==> src/status_cfg.svh <==
/*
 * constants for the status transfer and program counter write block:
 * status word layout, masks, mode codes, reset value, cycle figures.
 * assumes it is included by bare name wherever these are needed.
 */
`ifndef STATUS_CFG_SVH
`define STATUS_CFG_SVH

// ****************************************************************
// status word layout
// ****************************************************************
`define BIT_NEG            31
`define BIT_ZERO           30
`define BIT_CARRY          29
`define BIT_OVFL           28
`define SW_DEFINED_MASK    32'hF000_00DF
`define SW_FLAGS_MASK      32'hF000_0000
`define SW_RESET_VALUE     32'h0000_00D3
`define SAVED_RESET_VALUE  32'h0000_0000

// ****************************************************************
// mode field codes
// ****************************************************************
`define MODE_USER          5'h10
`define MODE_FIQ           5'h11
`define MODE_IRQ           5'h12
`define MODE_SVC           5'h13
`define MODE_ABT           5'h17
`define MODE_UND           5'h1B
`define SAVED_BANKS        5

// ****************************************************************
// program counter and cycle figures
// ****************************************************************
`define PC_INDEX           4'hF
`define PC_AHEAD_IMM_SHIFT 32'h0000_0008
`define PC_AHEAD_REG_SHIFT 32'h0000_000C
`define CYC_ZERO           2'h0
`define CYC_ONE            2'h1
`define CYC_TWO            2'h2

`endif

==> src/status_pkg.sv <==
/*
 * types shared by the status transfer block and its saved word bank.
 * assumes status_cfg.svh sits in the same folder.
 */
`include "status_cfg.svh"

package status_pkg;

  typedef logic [31:0] word_t;

  typedef struct packed {
    logic [`SAVED_BANKS-1:0][31:0] words;
  } bank_state_t;

  typedef struct packed {
    word_t      curWord;
    logic       regWrEn;
    logic [3:0] regWrIdx;
    word_t      regWrData;
    logic       pcWrEn;
    word_t      pcWrData;
    word_t      pcOperand;
    logic [1:0] seqCycles;
    logic [1:0] nonseqCycles;
    logic [1:0] internalCycles;
    logic       execDone;
    logic       flagsSet;
  } exec_state_t;

endpackage

==> src/saved_word_bank.sv <==
/*
 * banked saved status words, one per privileged mode.
 * assumes the caller presents the current mode and masked writes.
 */
`timescale 1ns/1ps
`include "status_cfg.svh"

module saved_word_bank import status_pkg::*; (
  input  wire logic       clk,
  input  wire logic       srst,
  input  wire logic [4:0] mode,
  input  wire logic       wrEn,
  input  wire word_t      wrMask,
  input  wire word_t      wrData,
  output word_t           rdData,
  output logic            present
);

  bank_state_t st_reg;
  bank_state_t st_next;
  logic [2:0]  idx;
  logic [3:0]  slot;

  // ****************************************************************
  // mode to bank slot
  // ****************************************************************
  function automatic logic [3:0] slotOf(input logic [4:0] m);
    case (m)
      `MODE_FIQ: slotOf = 4'h8;
      `MODE_IRQ: slotOf = 4'h9;
      `MODE_SVC: slotOf = 4'hA;
      `MODE_ABT: slotOf = 4'hB;
      `MODE_UND: slotOf = 4'hC;
      default:   slotOf = 4'h0;
    endcase
  endfunction

  // user and unknown modes own no copy
  assign slot    = slotOf(mode);
  assign present = slot[3];
  assign idx     = slot[2:0];
  assign rdData  = present ? st_reg.words[idx] : '0;

  always_comb begin
    st_next = st_reg;
    if (wrEn && present) begin
      st_next.words[idx] = (st_reg.words[idx] & ~wrMask)
                         | (wrData & wrMask & `SW_DEFINED_MASK);
    end
  end

  always_ff @(posedge clk) begin
    if (srst) begin
      st_reg <= {`SAVED_BANKS{`SAVED_RESET_VALUE}};
    end else begin
      st_reg <= st_next;
    end
  end

endmodule // saved_word_bank

==> src/status_exec_ctrl.sv <==
/*
 * execution control for data processing writes to the program counter
 * and for status word transfers, holding the current status word.
 * assumes an outside alu supplies result and carry/overflow, and that
 * the register file takes the write strobe one cycle after issue.
 */
// Contract
// - execute only when condition field passes
// - non-pc destination may update flags if set
// - zero flag from zero result, negative bit 31
// - pc destination without set: status untouched
// - pc destination with set: restore saved word
// - pc operand is address plus 8 or 12
// - test and compare ops write no register
// - legacy test form restores saved if privileged
// - reg shift, pc write cycle counts
// - status transfers hide in unset test encodings
// - status read copies whole selected word
// - status write copies register to selected word
// - flags-only write touches only top four bits
// - source bits 31..28 go to n z c v
// - user mode may change flags only
// - saved word is the current mode's copy
// - user mode has no saved word
// - only eleven status bits are defined
// - whole and flag selectors for both words
// - every status transfer takes one s cycle
`timescale 1ns/1ps
`include "status_cfg.svh"

module status_exec_ctrl import status_pkg::*; (
  input  wire logic       clk,
  input  wire logic       srst,
  input  wire logic       instrValid,
  input  wire word_t      instr,
  input  wire word_t      instrAddr,
  input  wire word_t      aluResult,
  input  wire logic       aluCarry,
  input  wire logic       aluOverflow,
  input  wire word_t      sourceVal,
  output word_t           currentStatusWord,
  output logic            regWrEn,
  output logic [3:0]      regWrIdx,
  output word_t           regWrData,
  output logic            pcWrEn,
  output word_t           pcWrData,
  output word_t           pcOperand,
  output logic [1:0]      seqCycles,
  output logic [1:0]      nonseqCycles,
  output logic [1:0]      internalCycles,
  output logic            execDone
);

  exec_state_t st_reg;
  exec_state_t st_next;

  logic  condOk;
  logic  isDp;
  logic  testOp;
  logic  setFlags;
  logic  pcDest;
  logic  regShift;
  logic  isStatus;
  logic  isRead;
  logic  isWrite;
  logic  flagsOnly;
  logic  useSaved;
  logic  privileged;
  logic  hasSaved;
  logic  bankWrEn;
  word_t bankWrMask;
  word_t writeSrc;
  word_t savedWord;
  word_t writeMask;

  // ****************************************************************
  // helpers
  // ****************************************************************
  function automatic logic condPass(input logic [3:0] c,
                                    input logic [3:0] f);
    logic n;
    logic z;
    logic cy;
    logic v;
    {n, z, cy, v} = f;
    case (c)
      4'h0:    condPass = z;
      4'h1:    condPass = !z;
      4'h2:    condPass = cy;
      4'h3:    condPass = !cy;
      4'h4:    condPass = n;
      4'h5:    condPass = !n;
      4'h6:    condPass = v;
      4'h7:    condPass = !v;
      4'h8:    condPass = cy && !z;
      4'h9:    condPass = !cy || z;
      4'hA:    condPass = n == v;
      4'hB:    condPass = n != v;
      4'hC:    condPass = !z && (n == v);
      4'hD:    condPass = z || (n != v);
      4'hE:    condPass = 1'b1;
      default: condPass = 1'b0; // reserved code treated as never
    endcase
  endfunction

  function automatic word_t rotImm(input logic [11:0] f);
    logic [63:0] dbl;
    dbl = {24'h00_0000, f[7:0], 24'h00_0000, f[7:0]} >> {f[11:8], 1'b0};
    rotImm = dbl[31:0];
  endfunction

  // logical class keeps overflow untouched
  function automatic logic isLogical(input logic [3:0] op);
    case (op)
      4'h0, 4'h1, 4'h8, 4'h9, 4'hC, 4'hD, 4'hE, 4'hF: isLogical = 1'b1;
      default:                                      isLogical = 1'b0;
    endcase
  endfunction

  // ****************************************************************
  // decode
  // ****************************************************************
  assign condOk    = condPass(instr[31:28], st_reg.curWord[31:28]);
  // multiplies share the space; bit 7 and bit 4 both set with bit 25 clear excludes them
  assign isDp      = (instr[27:26] == 2'b00)
                   && !(!instr[25] && instr[7] && instr[4]);
  assign testOp    = instr[24:23] == 2'b10;
  assign setFlags  = instr[20];
  assign pcDest    = instr[15:12] == `PC_INDEX;
  assign regShift  = !instr[25] && instr[4];
  assign isStatus  = isDp && testOp && !setFlags;
  assign isRead    = isStatus && !instr[21];
  assign isWrite   = isStatus && instr[21];
  assign flagsOnly = !instr[16];
  assign useSaved  = instr[22];
  assign privileged = st_reg.curWord[4:0] != `MODE_USER;
  assign writeSrc  = instr[25] ? rotImm(instr[11:0]) : sourceVal;
  // user mode loses control bits even on a whole-word write
  assign writeMask = (flagsOnly || !privileged) ? `SW_FLAGS_MASK
                                                : `SW_DEFINED_MASK;

  saved_word_bank u_bank (
    .clk     (clk),
    .srst    (srst),
    .mode    (st_reg.curWord[4:0]),
    .wrEn    (bankWrEn),
    .wrMask  (bankWrMask),
    .wrData  (writeSrc),
    .rdData  (savedWord),
    .present (hasSaved)
  );

  // ****************************************************************
  // next state
  // ****************************************************************
  always_comb begin
    st_next                = st_reg;
    st_next.regWrEn        = 1'b0;
    st_next.pcWrEn         = 1'b0;
    st_next.execDone       = 1'b0;
    st_next.flagsSet       = 1'b0;
    bankWrEn               = 1'b0;
    bankWrMask             = `SW_FLAGS_MASK;
    if (instrValid) begin
      st_next.execDone       = 1'b1;
      st_next.regWrIdx       = instr[15:12];
      st_next.pcOperand      = instrAddr
                             + (regShift ? `PC_AHEAD_REG_SHIFT
                                         : `PC_AHEAD_IMM_SHIFT);
      st_next.seqCycles      = `CYC_ONE;
      st_next.nonseqCycles   = `CYC_ZERO;
      st_next.internalCycles = `CYC_ZERO;
      if (condOk) begin
        if (isRead) begin
          st_next.regWrEn   = 1'b1;
          st_next.regWrData = useSaved ? savedWord : st_reg.curWord;
        end else if (isWrite) begin
          if (!useSaved) begin
            st_next.curWord = (st_reg.curWord & ~writeMask)
                            | (writeSrc & writeMask);
          end else begin
            bankWrEn   = 1'b1;
            bankWrMask = flagsOnly ? `SW_FLAGS_MASK
                                   : `SW_DEFINED_MASK;
          end
        end else if (isDp) begin
          st_next.regWrData = aluResult;
          if (regShift) begin
            st_next.internalCycles = `CYC_ONE;
          end
          if (testOp && pcDest) begin
            // old test form: restore only, never flags
            if (privileged && hasSaved) begin
              st_next.curWord = savedWord & `SW_DEFINED_MASK;
            end
          end else if (pcDest && !testOp) begin
            st_next.pcWrEn       = 1'b1;
            st_next.pcWrData     = aluResult;
            st_next.seqCycles    = `CYC_TWO;
            st_next.nonseqCycles = `CYC_ONE;
            if (setFlags && privileged && hasSaved) begin
              st_next.curWord = savedWord & `SW_DEFINED_MASK;
            end
          end else begin
            st_next.regWrEn = !testOp;
            if (setFlags) begin
              st_next.flagsSet = 1'b1;
              st_next.curWord[`BIT_NEG]   = aluResult[31];
              st_next.curWord[`BIT_ZERO]  = aluResult == 32'h0000_0000;
              st_next.curWord[`BIT_CARRY] = aluCarry;
              if (!isLogical(instr[24:21])) begin
                st_next.curWord[`BIT_OVFL] = aluOverflow;
              end
            end
          end
        end
      end
    end
    st_next.curWord = st_next.curWord & `SW_DEFINED_MASK;
  end

  always_ff @(posedge clk) begin
    if (srst) begin
      st_reg         <= '0;
      st_reg.curWord <= `SW_RESET_VALUE;
    end else begin
      st_reg <= st_next;
    end
  end

  assign currentStatusWord = st_reg.curWord;
  assign regWrEn           = st_reg.regWrEn;
  assign regWrIdx          = st_reg.regWrIdx;
  assign regWrData         = st_reg.regWrData;
  assign pcWrEn            = st_reg.pcWrEn;
  assign pcWrData          = st_reg.pcWrData;
  assign pcOperand         = st_reg.pcOperand;
  assign seqCycles         = st_reg.seqCycles;
  assign nonseqCycles      = st_reg.nonseqCycles;
  assign internalCycles    = st_reg.internalCycles;
  assign execDone          = st_reg.execDone;
endmodule // status_exec_ctrl

==> config.mk <==
export PLATFORM = sky130hd
export DESIGN_NAME = status_exec_ctrl
export DESIGN_NICKNAME = d
export VERILOG_FILES = /design/src/status_pkg.sv /design/src/saved_word_bank.sv /design/src/status_exec_ctrl.sv
export VERILOG_INCLUDE_DIRS = /design/src
export SDC_FILE = /design/constraint.sdc
export NUM_CORES = 1
export LEC_CHECK = 0
export BUFFER_PORTS_ARGS = -buffer_cell sky130_fd_sc_hd__buf_2
export CORE_MARGIN = 5
export CORE_UTILIZATION = 40
export DETAILED_ROUTE_END_ITERATION = 6
export GPL_ROUTABILITY_DRIVEN = 0
export PLACE_DENSITY = 0.67
export SYNTH_ARGS = -nofsm -noshare
export SYNTH_HDL_FRONTEND = slang
export SYNTH_HIERARCHICAL = 1
export SYNTH_SLANG_ARGS = --single-unit
==> constraint.sdc <==
create_clock -name clk -period 6.4 [get_ports clk]
set_input_delay 0.32 -clock clk [delete_from_list [all_inputs] [get_ports clk]]
set_output_delay 0.32 -clock clk [all_outputs]
set_load 0.02 [all_outputs]
Word-level counts from Yosys, hierarchy flattened
Memories as Yosys holds them, arrays and structs flattened.
Index checks and enable logic that the tools add are counted.
Word-level totals
  latch bits: 0
  memory bits (writable): 0
  input bits: 133
  register bits: 301
  memory bits (read-only): 16
  memories: 1
Memory list
  (no name shown): words 16, bits a word 1, read ports 1, clocked after Yosys merged registers in 0, wr ports 0, line status_exec_ctrl.sv:114  | case (op)
Cells by class
  multiply operators: 0
  add/sub/neg operators: 1
  magnitude comparators: 2
  bitwise operators: 14
  mux-type cells: 69
  shift-type cells: 1
  divide/modulo/power cells: 0
  reduce and logical (&&, ||, !) cells: 46
  equal/unequal tests: 29
Operator list (number)
  $mux W32: 12
  $mux W65: 3
  $mux W33: 5
  $bwmux W160: 1
  $mux W142: 1
  $and A32 B32 Y32: 4
  $bmux W32 S3: 1
  $demux W32 S3: 1
  $not A32 Y32: 2
  $or A32 B32 Y32: 2
  $mux W8: 7
  $shr A40 B5 Y32: 1
  $add A32 B4 Y32: 1
  $eq A4 B4 Y1 const B: 8
  $logic_not A32 Y1: 1
  $mux W28: 1
  $mux W1: 26
  $eq A5 B5 Y1 const B: 5
  $mux W6: 4
  $pmux W4 S5: 1
  $logic_and A1 B1 Y1: 17
  $eq A4 B3 Y1 const B: 4
  $mux W4: 4
  $reduce_and A8 Y1: 2
  other kinds (27): 48

Logic depth before layout (Yosys ltp)
  word-level depth: 21
  depth in mapped cells: 14
  mapped depth without buffers: 10

By module
Netlist, hierarchy kept.
Modules (own cells, without submodules)
  saved_word_bank: instances 1, area each 8379.3 um2, cells an instance 923
  status_exec_ctrl: instances 1, area each 7028.0 um2, cells an instance 938

Worst setup path after synthesis
No wires, ideal clock.
  kind: reg-to-reg
  start point: reg st_reg (netlist bit currentStatusWord[29])
  end point: reg u_bank/st_reg[100] in the netlist's numbering
  setup slack: 3028 ps
  clock period less this slack: 3372 ps
  data arrival time: 3240 ps
  cell stages (with the launch flop): 13
  path through: dfxtp_1 or3b_1 a21oi_1 nor4b_2 o221a_1 buf_6 buf_8 nor2_1 and4_1 nor2b_1 nor3_1 o21ai_1 a21oi_1
On the way
  longest elaborated chain between the ends: 9
  elaborated cells between the ends (all ways): 14
  classes of those cells: mux: 6; bitwise: 4; reduce/logical: 4
RTL lines
  start: declaration: line status_exec_ctrl.sv:54  | exec_state_t st_reg;
  start signal: assignment: line status_exec_ctrl.sv:227  | st_reg <= st_next;
  $logic_not A1 Y1: line status_exec_ctrl.sv:90, status_exec_ctrl.sv:96
  $logic_or A1 B1 Y1: line status_exec_ctrl.sv:96  | 4'h9: condPass = !cy || z;
  $pmux W1 S15 *: line status_exec_ctrl.sv:86  | case (c)
  $mux W8: line status_exec_ctrl.sv:173  | if (condOk) begin
  $mux W8: line status_exec_ctrl.sv:164  | if (instrValid) begin
  $not A32 Y32: line saved_word_bank.sv:47  | st_next.words[idx] = (st_reg.words[idx] & ~wrMask)
  $and A32 B32 Y32: line saved_word_bank.sv:47
  $or A32 B32 Y32: line saved_word_bank.sv:47
  $bwmux W160: line saved_word_bank.sv:47
  end signal: assignment: line saved_word_bank.sv:54  | st_reg <= {`SAVED_BANKS{`SAVED_RESET_VALUE}};
  end signal: assignment: line saved_word_bank.sv:56  | st_reg <= st_next;
  end: declaration: line saved_word_bank.sv:19  | bank_state_t st_reg;
Every way passes the cells marked *; elsewhere a longest branch is shown, timed or not.
A chain may end at the register's enable or synchronous reset.

Worst setup path in the final report
  start point: reg st_reg (netlist bit currentStatusWord[29])
  end point: reg u_bank/st_reg[27] in the netlist's numbering
On the way
  longest elaborated chain between the ends: 6
  elaborated cells between the ends (all ways): 7
  classes of those cells: mux: 3; reduce/logical: 4
RTL lines
  $logic_not A1 Y1: line status_exec_ctrl.sv:90, status_exec_ctrl.sv:96
  $logic_or A1 B1 Y1: line status_exec_ctrl.sv:96
  $pmux W1 S15 *: line status_exec_ctrl.sv:86
  $mux W1 *: line status_exec_ctrl.sv:173
  $mux W1 *: line status_exec_ctrl.sv:164
  net bankWrEn: line status_exec_ctrl.sv:70  | logic bankWrEn;
  $logic_and A1 B1 Y1 *: line saved_word_bank.sv:46  | if (wrEn && present) begin
The timed path passes the listed nets; every way through them passes the cells marked *.

==> impl_metrics.py <==
metrics = {
    "outcome": {
        "outcome": "complete, no violations",
    },
    "min_path": {
        "hold_path.class": "in -> reg",
    },
    "critical_path": {
        "cp_max_fo": 24,
        "worst_path_max_delay_cell": "nor2_2",
        "path_class": "reg -> reg",
        "path_delay_family": "simple AND/OR/NAND/NOR gates",
        "cp_slowest_stage_delay_ns": 1.01,
        "cp-end-kind": "flop",
        "crit_path_start_kind": "flop",
        "crit_chain": "or3b_1 > a21oi_1 > nor4b_2 > o221a_1 > nor2_1 > and3_1 > and4bb_2 > nand3b_2 > nor2_2 > a32o_1",
        "cp_num_buf_inv": 0,
        "arrival_ns": 4.84,
        "cp.required_ns": 6.89,
    },
    "die": {
        "placementRows": 71,
        "dieArea_um2": 41600,
        "die_h_um": 204,
        "initial_core_util_pct": 40.2,
        "core_area_um2": 37400,
        "io_pins": 274,
        "dieWidth_um": 204,
    },
    "route": {
        "avgRoutedWirePerCell_um": 19.3,
        "routed_via_density": 5.72,
        "remaining_drc_errors": 0,
        "ant_nets": 0,
        "first_pass_iters": 5,
        "wirelength_um": 47900,
        "highest_layer": "met5",
        "met1_length_um": 19800,
        "wl_met2_um": 22700,
        "drt-initial-drc-count": 1157,
        "vias": 14200,
        "routed-wl-met3_um": 4150,
    },
    "cells_and_area": {
        "fillers": 3601,
        "synthToLayoutAreaGrowth_pct": 14.7,
        "final_common_cell": "dfxtp_1",
        "final_cell_mix": "dfxtp_1, nand2_1, buf_2",
        "drive_above_1_share_pct": 20.4,
        "num_antenna_cells": 0,
        "fin_nets": 2079,
        "largest_register_ffs": 160,
    },
    "placed_design": {
        "port_buffers": 226,
        "hpwlAfterDp_um": 32200,
    },
    "synth": {
        "netlist_instances": 1789,
        "ys.warnings.count": 6,
        "syn_area_um2": 15100,
        "syn_area_per_cell_um2": 8.41,
    },
    "power_and_ir_drop": {
        "power.switching_uw": 957,
        "p_seq_share_pct": 46.3,
        "power_mw": 3.79,
        "p_clk_share_pct": 44.5,
        "internal_power_mw": 2.83,
        "p_per_area_nw_per_um2": 220,
        "switching_share_pct": 25.2,
        "power_leakage_nw": 6.80,
        "ir_drop_uv": 188,
        "combPwrFrac_pct": 9.3,
    },
    "timing": {
        "finalCritPeriodShare_pct": 67.9,
        "clock_skew_ns": 0.0120,
        "grt_setup_unrepaired": "false",
        "worst_slew_pin_slew_ns": 1.22,
        "layout_min_cycle_time_ns": 4.34,
        "setup-violations-final": 0,
        "maxSlewHeadroom_pct": 18.6,
        "clock.fmax_ghz": 0.230,
        "maxSlewViolCount": 0,
        "final-hold-violation-count": 0,
        "tns_ns": 0,
    },
    "clocking": {
        "cts_setup_buffers": 0,
        "clock_sinks": 277,
        "cts_max_path_buffers": 3,
        "clock_latency_ns": 0.56,
        "ctsRootBufferMaster": "clkbuf_16",
        "clkSlewWorstSetupHoldPaths_ns": 0.06,
        "cts_tree": "built",
        "cts.repair.resized": 0,
        "numCtsBuffers": 28,
        "htree_levels": 1,
    },
    "global_routing": {
        "grt_pass1_wl_um": 74700,
        "gr-total-overflow": 0,
        "antenna_found_initial": 1,
        "grt_max_degree": 126,
        "grt_pass1_vias": 13500,
        "grtUsageTotal_pct": 21.7,
    },
    "run": {
        "max_cap_violations": 0,
    },
}
==> metal layers <==
metal  track usage, %  vias to the layer above
met5                0                        -
met4             6.99                        2
met3             5.03                       88
met2             36.4                      568
met1             27.9                     6716
li1                 -                     6790
==> worst min-delay path, delay by kind of cell <==
family / cells / cell delay [ns]
and+or+nand+nor: 1 / 0.08
buffers and inverters: 1 / 0.07
muxes: 1 / 0.06
==> power groups by stage <==
stage                     registers, mW  logic (mW)  clock network [mW]
final                              1.75       0.351                1.69
after detailed placement           1.79       0.341                   0
after global routing               1.76       0.380                1.78
after CTS                          1.75       0.343                1.71
after floorplan                    1.81       0.211                   0
after global placement             1.79       0.336                   0
==> final cells by class <==
cell class	instances	area, um2	share of cell area (%)
clock inverters	2	46.3	0.268
flip-flops and latches	277	5550	32.1
multi-input cells	1351	8690	50.3
repair buffers	246	1290	7.47
well taps	511	639	3.70
clock buffers	49	900	5.21
inverters	40	150	0.870
==> final timing paths <==
check	cells past startpoint	start	to	slack, ns
max	10	currentStatusWord[29]	u_bank/st_reg[27]	2.06
min	3	instrAddr[0]	pcOperand[0]	0.01
max reg2reg	10	currentStatusWord[29]	u_bank/st_reg[27]	2.06
min reg2reg	2	u_bank/st_reg[89]	u_bank/st_reg[89]	0.45
==> stage by stage <==
stage / setup WS [ns] / hold slack [ns] / utilization (%) / instances / cell area (um2)
2_1_floorplan: 3.03 / 0.427 / - / 1847 / 15300
3_3_place_gp: 2.12 / 0.434 / 43.6 / 2424 / 16300
3_5_place_dp: 2.01 / 0.441 / 43.6 / 2424 / 16300
4_1_cts: 2.05 / 0.00879 / 46.1 / 2476 / 17300
5_1_grt: 1.78 / 0.0255 / 46.1 / 2476 / 17300
6_report: 2.06 / 0.0146 / 46.1 / 2476 / 17300
==> what timing repair did <==
action,CTS,global route
endpoints found under the hold margin,1,0
hold buffers,1,0
endpoints found under the setup margin,0,0
No activity file was read; power rests on OpenSTA's default activity.
